**src/lbo_pkg.sv**
```systemverilog
// Shared types and constants for the localbuffer access and ownership block.
// Assumes a 32-bit classic Wishbone register bus and a 64-bit localbuffer word.
package lbo_pkg;

   // ==========================================
   // Sizes
   localparam int ADDR_W = 24;
   localparam int DATA_W = 64;
   localparam int WB_ADR_W = 8;
   localparam int ID_W = 4;
   localparam int TILE_W = 2;

   // ==========================================
   // Register byte offsets
   localparam logic [WB_ADR_W-1:0] OFS_READ_CTRL = 8'h00;
   localparam logic [WB_ADR_W-1:0] OFS_WRITE_EN = 8'h04;
   localparam logic [WB_ADR_W-1:0] OFS_READ_FMT = 8'h08;
   localparam logic [WB_ADR_W-1:0] OFS_WRITE_FMT = 8'h0c;
   localparam logic [WB_ADR_W-1:0] OFS_SRC_OFFSET = 8'h10;
   localparam logic [WB_ADR_W-1:0] OFS_WIN_BASE = 8'h14;
   localparam logic [WB_ADR_W-1:0] OFS_OWN_CTRL = 8'h18;
   localparam logic [WB_ADR_W-1:0] OFS_DEPTH = 8'h1c;
   localparam logic [WB_ADR_W-1:0] OFS_STENCIL = 8'h20;
   localparam logic [WB_ADR_W-1:0] OFS_STATUS = 8'h24;
   localparam int NUM_RW = 9;
   localparam int STENCIL_W = 8;

   // ==========================================
   // Field codes and layout constants
   localparam logic [3:0] PP_SHIFT_BASE = 4'h4;
   localparam int POS_BASE = 16;
   localparam int POS_STEP = 4;
   localparam int NIBBLE = 4;
   localparam int DEPTH_W0 = 16;
   localparam int DEPTH_W1 = 24;
   localparam int DEPTH_W2 = 32;
   localparam int CMP_DEPTH_W = 24;
   localparam int CMP_STEN_POS = 24;
   localparam int CMP_STEN_W = 1;
   localparam int CMP_FC_POS = 25;
   localparam int CMP_FC_W = 4;
   localparam int CMP_ID_POS = 29;
   localparam int CMP_ID_W = 3;
   localparam logic [1:0] KIND_NORMAL = 2'h0;
   localparam logic [1:0] KIND_STENCIL = 2'h1;
   localparam logic [1:0] KIND_DEPTH = 2'h2;
   localparam logic [1:0] CMP_ALWAYS = 2'h0;
   localparam logic [1:0] CMP_NEVER = 2'h1;
   localparam logic [1:0] CMP_EQUAL = 2'h2;
   localparam logic [1:0] CMP_NOT_EQUAL = 2'h3;

   // ==========================================
   // Register views
   typedef struct packed {
      logic [2:0] textureTileCode;
      logic [1:0] lineInterleaveStep;
      logic tiledEnable;
      logic originSelect;     // 1: top left, 0: bottom left
      logic [1:0] readDataKind;
      logic destReadEnable;
      logic srcReadEnable;
      logic [2:0] widthPartialProductC;
      logic [2:0] widthPartialProductB;
      logic [2:0] widthPartialProductA;
   } lbo_read_ctrl_t;

   typedef struct packed {
      logic compact32;
      logic [3:0] ownerIdPos;
      logic ownerIdWidth;
      logic [2:0] frameCountPos;
      logic [1:0] frameCountWidth;
      logic [2:0] stencilPos;
      logic [1:0] stencilWidth;
      logic [1:0] depthWidth;
   } lbo_layout_t;

   typedef struct packed {
      logic [7:0] frameCounterValue;
      logic stencilFastClearPlane;
      logic depthFastClearPlane;
      logic noWriteSkip;
      logic updateSourceSel;  // 1: localbuffer source data, 0: registers
      logic forceBufferUpdate;
      logic [1:0] ownershipCompareSel;
      logic [ID_W-1:0] graphicOwnerId;
      logic unitEnable;
   } lbo_own_ctrl_t;

   typedef struct packed {
      logic [11:0] rsvd;
      logic [15:0] discardCount;
      logic [2:0] fsmState;
      logic busy;
   } lbo_status_t;

   // Internal pixel representation, independent of storage format
   typedef struct packed {
      logic [31:0] depth;
      logic [7:0] stencil;
      logic [7:0] frame_counter_value;
      logic [ID_W-1:0] ownerId;
   } lbo_pixel_t;

   typedef struct packed {
      logic [11:0] x;
      logic [11:0] y;
      logic [31:0] depth;
      logic [7:0] stencil;
   } lbo_frag_t;

   typedef enum logic [2:0] {
      ST_IDLE = 3'h0,
      ST_RDST = 3'h1,
      ST_RSRC = 3'h3,
      ST_TEST = 3'h2,
      ST_WRITE = 3'h6
   } lbo_state_t;

endpackage

```
**src/lbo_core.sv**
```systemverilog
// Localbuffer access and ownership: register file, reads, ownership test,
// forced update, write filter. Assumes the localbuffer memory answers each
// held request with one lbAck pulse and test units return one testValid.
//
// Added by the designer: the address map and the Wishbone register port.
`timescale 1ns/1ps
`default_nettype none
module lbo_core
(
   input wire logic core_clk,
   input wire logic nrst,
   input wire logic wbCyc,
   input wire logic wbStb,
   input wire logic wbWe,
   input wire logic [lbo_pkg::WB_ADR_W-1:0] wbAdr,
   input wire logic [3:0] wbSel,
   input wire logic [31:0] wbDatW,
   output logic [31:0] wbDatR,
   output logic wbAck,
   input wire logic fragValid,
   input wire lbo_pkg::lbo_frag_t fragIn,
   output logic fragReady,
   output logic destValid,
   output lbo_pkg::lbo_pixel_t destPixel,
   input wire logic testValid,
   input wire logic testPass,
   output logic fragDone,
   output logic fragWritten,
   output logic lbReq,
   output logic lbReqWe,
   output logic [lbo_pkg::ADDR_W-1:0] lbReqAddr,
   output logic [lbo_pkg::DATA_W-1:0] lbReqData,
   input wire logic lbAck,
   input wire logic [lbo_pkg::DATA_W-1:0] lbRspData
);
   import lbo_pkg::*;

   // ==========================================
   // Helpers
   function automatic int regIndex(input logic [WB_ADR_W-1:0] a);
      return int'(a >> 2);
   endfunction

   function automatic logic [31:0] regMask(input int idx);
      case (idx)
         regIndex(OFS_READ_CTRL): return 32'($bits(lbo_read_ctrl_t)'('1));
         regIndex(OFS_WRITE_EN): return 32'h0000_0001;
         regIndex(OFS_READ_FMT), regIndex(OFS_WRITE_FMT): return 32'($bits(lbo_layout_t)'('1));
         regIndex(OFS_SRC_OFFSET), regIndex(OFS_WIN_BASE): return 32'(ADDR_W'('1));
         regIndex(OFS_OWN_CTRL): return 32'($bits(lbo_own_ctrl_t)'('1));
         regIndex(OFS_STENCIL): return 32'(STENCIL_W'('1));
         default: return 32'hffff_ffff;
      endcase
   endfunction

   function automatic logic [31:0] fieldGet(input logic [DATA_W-1:0] raw, input int pos, input int w);
      logic [DATA_W-1:0] s;
      s = raw >> pos;
      return s[31:0] & ((32'h1 << w) - 32'h1);
   endfunction

   function automatic logic [DATA_W-1:0] fieldPut(input logic [DATA_W-1:0] raw, input int pos,
      input int w, input logic [31:0] v);
      logic [DATA_W-1:0] m;
      m = ((DATA_W'(1) << w) - DATA_W'(1)) << pos;
      return (raw & ~m) | ((DATA_W'(v) << pos) & m);
   endfunction

   function automatic int depthBits(input logic [1:0] c);
      return (c == 2'h0) ? DEPTH_W0 : (c == 2'h1) ? DEPTH_W1 : DEPTH_W2;
   endfunction

   function automatic int fieldPos(input logic [3:0] p);
      return POS_BASE + POS_STEP * int'(p);
   endfunction

   // Storage word to internal pixel
   function automatic lbo_pixel_t unpackPixel(input logic [DATA_W-1:0] raw, input lbo_layout_t f,
      input logic [1:0] kind);
      lbo_pixel_t p;
      p = '0;
      if (f.compact32)
      begin
         p.depth = fieldGet(raw, 0, CMP_DEPTH_W);
         p.stencil = 8'(fieldGet(raw, CMP_STEN_POS, CMP_STEN_W));
         p.frame_counter_value = 8'(fieldGet(raw, CMP_FC_POS, CMP_FC_W));
         p.ownerId = ID_W'(fieldGet(raw, CMP_ID_POS, CMP_ID_W));
      end
      else
      begin
         p.depth = fieldGet(raw, 0, depthBits(f.depthWidth));
         p.stencil = 8'(fieldGet(raw, fieldPos({1'b0, f.stencilPos}), NIBBLE * int'(f.stencilWidth)));
         p.frame_counter_value = 8'(fieldGet(raw, fieldPos({1'b0, f.frameCountPos}),
            NIBBLE * int'(f.frameCountWidth)));
         p.ownerId = ID_W'(fieldGet(raw, fieldPos(f.ownerIdPos), ID_W * int'(f.ownerIdWidth)));
      end
      if (kind == KIND_STENCIL)
      begin
         p.depth = '0;
         p.frame_counter_value = '0;
         p.ownerId = '0;
      end
      else if (kind == KIND_DEPTH)
      begin
         p.stencil = '0;
         p.frame_counter_value = '0;
         p.ownerId = '0;
      end
      return p;
   endfunction

   // Internal pixel to storage word
   function automatic logic [DATA_W-1:0] packPixel(input lbo_pixel_t p, input lbo_layout_t f);
      logic [DATA_W-1:0] r;
      r = '0;
      if (f.compact32)
      begin
         r = fieldPut(r, 0, CMP_DEPTH_W, p.depth);
         r = fieldPut(r, CMP_STEN_POS, CMP_STEN_W, 32'(p.stencil));
         r = fieldPut(r, CMP_FC_POS, CMP_FC_W, 32'(p.frame_counter_value));
         r = fieldPut(r, CMP_ID_POS, CMP_ID_W, 32'(p.ownerId));
      end
      else
      begin
         r = fieldPut(r, 0, depthBits(f.depthWidth), p.depth);
         r = fieldPut(r, fieldPos({1'b0, f.stencilPos}), NIBBLE * int'(f.stencilWidth), 32'(p.stencil));
         r = fieldPut(r, fieldPos({1'b0, f.frameCountPos}), NIBBLE * int'(f.frameCountWidth),
            32'(p.frame_counter_value));
         r = fieldPut(r, fieldPos(f.ownerIdPos), ID_W * int'(f.ownerIdWidth), 32'(p.ownerId));
      end
      return r;
   endfunction

   // ==========================================
   // Register file over Wishbone
   logic [31:0] regs_q [NUM_RW];
   logic [31:0] regs_d [NUM_RW];
   logic ack_q, ack_d;
   logic [31:0] rdat_q, rdat_d;
   logic [15:0] discard_q, discard_d;
   lbo_state_t state_q, state_d;
   int idx;
   lbo_read_ctrl_t readCtrl;
   lbo_layout_t readFmt, writeFmt;
   lbo_own_ctrl_t ownCtrl;
   lbo_status_t status;
   logic writeEnable;

   assign readCtrl = lbo_read_ctrl_t'(regs_q[regIndex(OFS_READ_CTRL)][$bits(lbo_read_ctrl_t)-1:0]);
   assign readFmt = lbo_layout_t'(regs_q[regIndex(OFS_READ_FMT)][$bits(lbo_layout_t)-1:0]);
   assign writeFmt = lbo_layout_t'(regs_q[regIndex(OFS_WRITE_FMT)][$bits(lbo_layout_t)-1:0]);
   assign ownCtrl = lbo_own_ctrl_t'(regs_q[regIndex(OFS_OWN_CTRL)][$bits(lbo_own_ctrl_t)-1:0]);
   assign writeEnable = regs_q[regIndex(OFS_WRITE_EN)][0];
   assign wbAck = ack_q;
   assign wbDatR = rdat_q;

   // Status word shows the engine's own progress
   always_comb
   begin
      status = '0;
      status.discardCount = discard_q;
      status.fsmState = state_q;
      status.busy = (state_q != ST_IDLE);
   end

   // Single-wait-state slave: ack one edge after the strobe, write at the ack edge
   always_comb
   begin
      idx = regIndex(wbAdr);
      ack_d = wbCyc && wbStb && !ack_q;
      rdat_d = rdat_q;
      regs_d = regs_q;
      if (ack_d)
         rdat_d = (wbAdr == OFS_STATUS) ? 32'(status) : (idx < NUM_RW) ? regs_q[idx] : '0;
      if (wbCyc && wbStb && wbWe && ack_q && idx < NUM_RW)
      begin
         for (int b = 0; b < 4; b++)
            if (wbSel[b])
               regs_d[idx][b*8 +: 8] = wbDatW[b*8 +: 8];
         regs_d[idx] = regs_d[idx] & regMask(idx);
      end
   end

   always_ff @(posedge core_clk)
   begin
      if (!nrst)
      begin
         ack_q <= 1'b0;
         rdat_q <= '0;
         for (int i = 0; i < NUM_RW; i++)
            regs_q[i] <= '0;
      end
      else
      begin
         ack_q <= ack_d;
         rdat_q <= rdat_d;
         regs_q <= regs_d;
      end
   end

   // ==========================================
   // Fragment engine
   logic [ADDR_W-1:0] genDst, genSrc;
   lbo_frag_t frag_q, frag_d;
   logic [ADDR_W-1:0] dst_q, dst_d, src_q, src_d, addr_q, addr_d;
   logic [DATA_W-1:0] dRaw_q, dRaw_d, sRaw_q, sRaw_d, wdat_q, wdat_d;
   logic done_q, done_d, wrote_q, wrote_d, own_q, own_d, same_q, same_d;
   lbo_pixel_t destPix, srcPix, regPix, newPix;
   logic ownPass, allow, doWrite, stale;

   lbo_addr_gen uAddr
   (
      .ctrl(readCtrl),
      .base(regs_q[regIndex(OFS_WIN_BASE)][ADDR_W-1:0]),
      .offset(regs_q[regIndex(OFS_SRC_OFFSET)][ADDR_W-1:0]),
      .x(fragIn.x),
      .y(fragIn.y),
      .dstAddr(genDst),
      .srcAddr(genSrc)
   );

   // Decode stored data; fast-clear planes substitute stale depth and stencil
   always_comb
   begin
      destPix = unpackPixel(dRaw_q, readFmt, readCtrl.readDataKind);
      srcPix = unpackPixel(sRaw_q, readFmt, KIND_NORMAL);
      stale = destPix.frame_counter_value != ownCtrl.frameCounterValue;
      if (ownCtrl.depthFastClearPlane && stale)
         destPix.depth = regs_q[regIndex(OFS_DEPTH)];
      if (ownCtrl.stencilFastClearPlane && stale)
         destPix.stencil = regs_q[regIndex(OFS_STENCIL)][STENCIL_W-1:0];
      regPix = '{depth: regs_q[regIndex(OFS_DEPTH)], stencil: regs_q[regIndex(OFS_STENCIL)][STENCIL_W-1:0],
         frame_counter_value: ownCtrl.frameCounterValue, ownerId: ownCtrl.graphicOwnerId};
   end

   // Ownership test and write decision
   always_comb
   begin
      ownPass = 1'b1;
      if (ownCtrl.unitEnable)
         case (ownCtrl.ownershipCompareSel)
            CMP_ALWAYS: ownPass = 1'b1;
            CMP_NEVER: ownPass = 1'b0;
            CMP_EQUAL: ownPass = destPix.ownerId == ownCtrl.graphicOwnerId;
            default: ownPass = destPix.ownerId != ownCtrl.graphicOwnerId;
         endcase
      if (ownCtrl.forceBufferUpdate)
         newPix = ownCtrl.updateSourceSel ? srcPix : regPix;
      else
         newPix = '{depth: frag_q.depth, stencil: frag_q.stencil,
            frame_counter_value: ownCtrl.frameCounterValue, ownerId: destPix.ownerId};
      allow = writeEnable && (ownCtrl.forceBufferUpdate || (ownPass && testPass));
      doWrite = allow && (ownCtrl.noWriteSkip || !readCtrl.destReadEnable
         || newPix != destPix);
   end

   // Sequencer: destination read, source read, test, write
   always_comb
   begin
      state_d = state_q;
      frag_d = frag_q;
      dst_d = dst_q;
      src_d = src_q;
      addr_d = addr_q;
      dRaw_d = dRaw_q;
      sRaw_d = sRaw_q;
      wdat_d = wdat_q;
      own_d = own_q;
      same_d = same_q;
      discard_d = discard_q;
      done_d = 1'b0;
      wrote_d = 1'b0;
      case (state_q)
         ST_IDLE:
            if (fragValid)
            begin
               frag_d = fragIn;
               dst_d = genDst;
               src_d = genSrc;
               dRaw_d = '0;
               sRaw_d = '0;
               addr_d = readCtrl.destReadEnable ? genDst : genSrc;
               state_d = readCtrl.destReadEnable ? ST_RDST : readCtrl.srcReadEnable ? ST_RSRC : ST_TEST;
            end
         ST_RDST:
            if (lbAck)
            begin
               dRaw_d = lbRspData;
               addr_d = src_q;
               state_d = readCtrl.srcReadEnable ? ST_RSRC : ST_TEST;
            end
         ST_RSRC:
            if (lbAck)
            begin
               sRaw_d = lbRspData;
               state_d = ST_TEST;
            end
         ST_TEST:
            if (testValid)
            begin
               own_d = ownPass || ownCtrl.forceBufferUpdate;
               same_d = newPix == destPix;
               wdat_d = packPixel(newPix, writeFmt);
               addr_d = dst_q;
               if (doWrite)
                  state_d = ST_WRITE;
               else
               begin
                  done_d = 1'b1;
                  if (!allow)
                     discard_d = discard_q + 16'h1;
                  state_d = ST_IDLE;
               end
            end
         ST_WRITE:
            if (lbAck)
            begin
               done_d = 1'b1;
               wrote_d = 1'b1;
               state_d = ST_IDLE;
            end
         default: state_d = ST_IDLE;
      endcase
   end

   always_ff @(posedge core_clk)
   begin
      if (!nrst)
      begin
         state_q <= ST_IDLE;
         frag_q <= '0;
         dst_q <= '0;
         src_q <= '0;
         addr_q <= '0;
         dRaw_q <= '0;
         sRaw_q <= '0;
         wdat_q <= '0;
         own_q <= 1'b0;
         same_q <= 1'b0;
         discard_q <= '0;
         done_q <= 1'b0;
         wrote_q <= 1'b0;
      end
      else
      begin
         state_q <= state_d;
         frag_q <= frag_d;
         dst_q <= dst_d;
         src_q <= src_d;
         addr_q <= addr_d;
         dRaw_q <= dRaw_d;
         sRaw_q <= sRaw_d;
         wdat_q <= wdat_d;
         own_q <= own_d;
         same_q <= same_d;
         discard_q <= discard_d;
         done_q <= done_d;
         wrote_q <= wrote_d;
      end
   end

   // Memory and test-unit handshakes
   assign fragReady = (state_q == ST_IDLE);
   assign lbReq = (state_q == ST_RDST) || (state_q == ST_RSRC) || (state_q == ST_WRITE);
   assign lbReqWe = (state_q == ST_WRITE);
   assign lbReqAddr = addr_q;
   assign lbReqData = wdat_q;
   assign destValid = (state_q == ST_TEST);
   assign destPixel = destPix;
   assign fragDone = done_q;
   assign fragWritten = wrote_q;
endmodule
`default_nettype wire

```
**src/lbo_addr_gen.sv**
```systemverilog
// Localbuffer address generator: line width, origin, interleave, tiling.
// Assumes stable inputs from registered state; purely combinational.
`timescale 1ns/1ps
`default_nettype none
module lbo_addr_gen
(
   input wire lbo_pkg::lbo_read_ctrl_t ctrl,
   input wire logic [lbo_pkg::ADDR_W-1:0] base,
   input wire logic [lbo_pkg::ADDR_W-1:0] offset,
   input wire logic [11:0] x,
   input wire logic [11:0] y,
   output logic [lbo_pkg::ADDR_W-1:0] dstAddr,
   output logic [lbo_pkg::ADDR_W-1:0] srcAddr
);
   import lbo_pkg::*;

   // ==========================================
   // Width term: zero code gives no term, else one power of two
   function automatic logic [ADDR_W-1:0] ppTerm(input logic [2:0] p);
      if (p == 3'h0)
         return '0;
      return ADDR_W'(1) << ({1'b0, p} + PP_SHIFT_BASE);
   endfunction

   logic [ADDR_W-1:0] lineWidth;
   logic [ADDR_W-1:0] rowOfs;
   logic [ADDR_W-1:0] linear;
   logic [TILE_W-1:0] tileMix;

   // ==========================================
   // Address arithmetic
   always_comb
   begin
      lineWidth = ppTerm(ctrl.widthPartialProductA) + ppTerm(ctrl.widthPartialProductB)
         + ppTerm(ctrl.widthPartialProductC);
      rowOfs = ADDR_W'(y >> ctrl.lineInterleaveStep) * lineWidth;
      if (ctrl.originSelect)
         linear = base + rowOfs + ADDR_W'(x);
      else
         linear = base - rowOfs + ADDR_W'(x);
      // Swizzle only low bits so tiles stay inside the current window
      tileMix = y[TILE_W-1:0] ^ ctrl.textureTileCode[TILE_W-1:0];
      dstAddr = linear;
      if (ctrl.tiledEnable)
         dstAddr[TILE_W-1:0] = linear[TILE_W-1:0] ^ tileMix;
      srcAddr = dstAddr + offset;
   end

endmodule
`default_nettype wire

```
**config.mk**
```make
export PLATFORM = sky130hd
export DESIGN_NAME = lbo_core
export DESIGN_NICKNAME = d
export VERILOG_FILES = /design/src/lbo_pkg.sv /design/src/lbo_core.sv /design/src/lbo_addr_gen.sv
export SDC_FILE = /design/constraint.sdc
export NUM_CORES = 2
export LEC_CHECK = 0
export ABC_AREA = 1
export BUFFER_PORTS_ARGS = -buffer_cell sky130_fd_sc_hd__buf_2
export CORE_MARGIN = 2
export CORE_UTILIZATION = 30
export DETAILED_ROUTE_END_ITERATION = 16
export PLACE_DENSITY = 0.43
export SETUP_SLACK_MARGIN = 0.4
export SLEW_MARGIN = 30
export SYNTH_ARGS = -nofsm -noshare
export SYNTH_HDL_FRONTEND = slang
export SYNTH_SLANG_ARGS = --single-unit
```
**constraint.sdc**
```tcl
create_clock -name core_clk -period 20.1 [get_ports core_clk]
set_input_delay 4.02 -clock core_clk [delete_from_list [all_inputs] [get_ports core_clk]]
set_output_delay 4.02 -clock core_clk [all_outputs]
set_load 0.03 [all_outputs]
```
Word-level counts from Yosys, hierarchy flattened
Memory sizes are Yosys's and may differ from the RTL's.
Cells that the tools add are included.
W data, S select, Z words.

storage, ports and cells
  register bits = 646
  memory bits (read-only) = 496
  input port bits = 181
  output and inout bits = 179
  memories kept = 1

operators by class
  add/sub/neg operators = 25
  multiply operators = 1
  $lt $le $gt $ge = 3
  equality and inequality tests = 20
  shifts and indexed selects = 24
  multiplexer cells = 83
  bitwise gates (word level) = 30
  reductions and logical operators = 38

memories
  name             depth  bits a word  read ports  clocked after memory_dff  write ports  line            text
  (no name shown)  16     31           1           0                         0            lbo_core.sv:45  case (idx)

operators by type and width
  operator                 count
  $mux W288                8
  $bwmux W288              5
  $demux W32 S4            5
  $and A64 B64 Y64         6
  $mux W32                 12
  $mux W24                 12
  $bmux W32 S4             2
  $pmux W64 S2             2
  $shr A64 B6 Y8           4
  $sub A64 B2 Y64 const B  4
  $mux W52                 4
  $mux W64                 3
  $not A64 Y64             3
  $or A64 B64 Y64          3
  $shl A1 B4 Y64 const A   2
  $shl A64 B6 Y64          2
  $shl A8 B6 Y64           2
  $shr A64 B7 Y4           2
  $add A24 B24 Y24         4
  $and A32 B32 Y32         3
  $pmux W24 S3             1
  $shl A1 B4 Y24 const A   3
  $and A32 B64 Y64         1
  $shl A1 B3 Y64 const A   1
  63 further kinds         130

Longest topological paths before layout
  depth after elaboration = 22
  gate-level depth with buffers = 61

Cells and area by module
From an unflattened synthesis, not the netlist that was laid out.

second synthesis, totals
  cell total of the unflattened synthesis = 7593
  area total of the unflattened synthesis = 50119.3 µm²

modules (own cells, without submodules)
  module        instances  cells each  area each (µm²)  seq. area each (µm²)
  lbo_core      1          5672        36865.4          12932.4
  lbo_addr_gen  1          1921        13254.0          0.0

Least setup slack after synthesis
Ideal clock, no wire load.

  kind = input to register
  start = input fragIn[47] (netlist bit)
  end = register addr_q[22] (netlist: lbReqAddr[22])
  setup time = 0.081 ns
  data arrival time = 12.595 ns
  data required time = 20.019 ns
  setup slack = 7.424 ns
  stages = 47
  buffers on the path = 0
  path through = inv_1 o21ai_0 inv_1 o21ai_1 clkinv_1 nor2_1 fa_1 fa_1 inv_1 fa_1 inv_1 ha_1 ha_1 fa_1 inv_1 fa_1 inv_1 ha_1 [11 not listed] nand2_1 nor4_1 nand4_1 nand3_1 nand3_1 nand2_1 a21oi_1 o21ai_0 nand2_1 ha_1 nand2_1 nor4_1 nand3_1 nand3_1 nand2_1 nand3_1 o211ai_1 a41oi_1

RTL lines
  item                                                         line                                    text
  from (decl)                                                  lbo_core.sv:21                          input wire lbo_pkg::lbo_frag_t fragIn,
  $shr A12 B2 Y24 (*)                                          lbo_addr_gen.sv:36                      rowOfs = ADDR_W'(y >> ctrl.lineInterleaveStep) * lineWidth;
  $mul A24 B24 Y24 (*)                                         lbo_addr_gen.sv:36
  $sub A24 B24 Y24 / $add A24 B24 Y24 (equally long branches)  lbo_addr_gen.sv:40, lbo_addr_gen.sv:38
  $add A24 B12 Y24, on equally long branches                   lbo_addr_gen.sv:40, lbo_addr_gen.sv:38
  $mux W24 (*)                                                 lbo_addr_gen.sv:37                      if (ctrl.originSelect)
  via genDst[21]                                               lbo_core.sv:203                         logic [ADDR_W-1:0] genDst, genSrc;
  $add A24 B24 Y24 (*)                                         lbo_addr_gen.sv:46                      srcAddr = dstAddr + offset;
  $mux W24 (*)                                                 lbo_core.sv:282                         addr_d = readCtrl.destReadEnable ? genDst : genSrc;
  $mux W24 (*)                                                 lbo_core.sv:275                         if (fragValid)
  $pmux W24 S3 (*)                                             lbo_core.sv:273                         case (state_q)
  to (signal assigned)                                         lbo_core.sv:350                         addr_q <= addr_d;
  to (decl)                                                    lbo_core.sv:205                         logic [ADDR_W-1:0] dst_q, dst_d, src_q, src_d, addr_q, addr_d;

Mark *: on every way through the listed nets, which the timed path passes. The rest lies on a longest branch. The select of a mux whose other input is x is not followed.
A chain may end at the register's enable or synchronous reset.

Worst setup path after layout
  start = input fragIn[47] (netlist bit)
  end = register addr_q[23] (netlist: lbReqAddr[23])

Same word-level chain as after synthesis.

==> metrics.cfg <==
[critical_path]
worstPathMaxFanout = 10
r2r_cells = 50
worstPathArrival_ps = 14180
reg2reg_setup_slack_ps = 8410
end_kind = flip-flop
worst_ep_required_time_ps = 20710
crit_top_cell = inv_1
reg2reg_to = lbReqAddr[23]$_SDFFE_PN0P_
critPathKind = input port to flip-flop
r2r_start = readCtrl[8]$_SDFFE_PN0P_
crit_slowest_cell = o21ai_0
slowest_delay_ps = 640
start_kind = input port

[sta]
whs_ps = 447
finClkSkew_ps = 71.2
slew-limit-headroom_pct = 27.6
max_freq_mhz = 73.7
period_share_pct = 67.5
finalSetupTns_ps = 0
finalCriticalPeriod_ps = 13570
grt_setup_unrepaired = false
slew_viol_final = 0
setup_violations = 0
finalWorstSetupSlack_ps = 6530
worst_pin_slew_ps = 1080
finalHoldViolCount = 0

[drt]
routedWlPerCell_microns = 25.7
drc_errors = 0
drtPass1Iterations = 6
wl_microns = 247000
ant_nets = 0
num_vias = 52088
post_drt_via_cell_ratio = 5.41
drtIter0Drc = 5757

[status]
outcome = complete, no violations

[finish]
drive_above_1_share_pct = 9.01
final_util_pct = 34.4
nFillCells = 17650
final_cells = 9624
final_nets = 7971
final_cell_area_sq_um = 55200
syn_to_final_growth_pct = 14.2

[floorplanning]
initial_core_util_pct = 30.1
die_h_microns = 405
fp.dieW_microns = 405
die-area_sq_um = 164000
core.rowCount = 147
ios = 360
core_area_sq_um = 160000

[placed_design]
placedInstanceArea_sq_um = 52200
place_inst = 9460
place_ws_ps = 5710
port_buffers = 359
dp_hpwl_microns = 190000
place.gp.congestion = 0.964

[run]
max_cap_viol_count = 0

[logic_synthesis]
yosys-top-cells-area = dfxtp_1, nand2_1, a21oi_1
yosys.area.top_type = dfxtp_1
synth_ff_type = dfxtp_1
netlist.area_leader.share_pct = 26.8
syn_area_sq_um = 48300
synthArstFlopShare_pct = 0
synth-seq-area-share_pct = 26.8
synth_cells = 7233
synth_edf_count = 0
synthDistinctLibCells = 64
avgSynthCellArea_sq_um = 6.68
yosys_warnings = 0
yosysMostFrequentCell = nand2_1
synthTopCellsByCount = nand2_1, inv_1, a21oi_1
ys_ff_latch = 646

[clock_network]
clockBufferDepth = 3
postCtsHoldBufs = 0
clock_sinks = 646
cts_tree = yes
cts_resized = 0
htree_levels = 3
clockRootBuffer = clkbuf_16
path_clk_slew_ps = 60
cts-buffers-inserted = 84
post-cts-setup-buffers = 0
clk_latency_ps = 730

[power_and_ir_drop]
leakagePower_nw = 24.6
fin_total_pwr_mw = 12.1
ir_worst_vdd_mv = 0.297
power_density_nw_per_um2 = 220

[global_routing]
grt_usage_pct = 29.3
grt_overflow_total = 0
grt_pass1_vias = 48943
grt_max_degree = 104
antenna_found_initial = 28
grt_pass1_wl_microns = 354000

[hold_path]
min_path_cells = 2
holdCritStartpoint = regs_q[87]$_SDFFE_PN0P_
min_path_type = flip-flop to flip-flop
whs_endpoint = regs_q[87]$_SDFFE_PN0P_

-- registers in the layout, summed over array words and instances (netlist names), 16 cells and up --
name	cells
dst_q	24
regs_q	190
readFmt	18
sRaw_q	64
lbReqData	64
readCtrl	20
lbReqAddr	24
src_q	24
discard_q	16
frag_q	40
regPix	40
ownCtrl	20
wbDatR	32
dRaw_q	64
-- worst max-delay path, delay by kind of cell --
family          cells  cell delay (ps)
compound gates      8             2310
xor+xnor            2              380
fa+ha+maj          11             4540
buf+inv            13             1220
simple gates       13             1680
-- cell usage in the layout, fill, tap and decap left out, types with 12 or more instances in the layout --
cell	n
a211oi_1	70
a21oi_1	858
a221o_1	16
a221oi_1	36
a22oi_1	60
a31oi_1	66
buf_2	358
buf_4	84
clkbuf_1	22
clkbuf_16	85
clkbuf_8	18
clkinv_1	24
conb_1	27
dfxtp_1	641
fa_1	187
ha_1	216
inv_1	1023
inv_2	18
nand2_1	1248
nand3_1	533
nand3b_1	18
nand4_1	42
nor2_1	484
nor2_2	20
nor3_1	64
nor4_1	12
o2111ai_1	22
o211ai_1	99
o21ai_0	768
o21ai_1	18
o21bai_1	21
o221ai_1	36
o22ai_1	29
o31ai_1	13
or2_2	18
xnor2_1	21
xor2_1	47
-- area by class of cell --
class / count / area, sq um / area share [%]
inverters: 1068 / 4020 / 7.29
clock buffers: 125 / 2460 / 4.45
well taps: 2160 / 2700 / 4.90
flip-flops and latches: 646 / 12900 / 23.5
repair buffers: 449 / 2570 / 4.66
clock inverters: 29 / 475 / 0.862
diodes: 9 / 22.5 / 0.0408
multi-input cells: 5138 / 30000 / 54.3
-- per-layer routing --
metal	GRT usage, %	vias to the layer above	part of all wire (%)
met4	9.47	26	3.5
met2	44.5	2100	43
li1	-	24516	-
met5	0.654	-	0.13
met3	4.66	361	7.5
met1	41.8	25085	46
-- power breakdown --
| group | switching [mW] | internal [mW] |
|---|---|---|
| registers | 0.129 | 1.44 |
| clock network | 0.669 | 0.957 |
| logic | 6.08 | 2.86 |
| total | 6.88 | 5.26 |
-- worst max-delay path by stage --
| stage | from | slack [ps] | end |
|---|---|---|---|
| 3_5_place_dp | fragIn[47] | 5710 | lbReqAddr[23]$_SDFFE_PN0P_ |
| 5_1_grt | fragIn[47] | 5490 | lbReqAddr[22]$_SDFFE_PN0P_ |
| 4_1_cts | fragIn[47] | 6470 | lbReqAddr[23]$_SDFFE_PN0P_ |
| 3_3_place_gp | fragIn[47] | 5760 | lbReqAddr[23]$_SDFFE_PN0P_ |
| 6_report | fragIn[47] | 6530 | lbReqAddr[23]$_SDFFE_PN0P_ |
| 2_1_floorplan | fragIn[47] | 7420 | lbReqAddr[22]$_SDFFE_PN0P_ |
-- logic make-up after synthesis --
logic type               synth area share [%]
flip-flops                               26.8
buffers and inverters                    11.7
adder cells (fa/ha/maj)                  13.3
multiplexers                            0.145
XOR/XNOR                                 1.28
AO/OA/AOI/OAI                            25.4
AND/OR/NAND/NOR                          21.4
other                                 0.00776
Power figures use the tool's default switching activity.
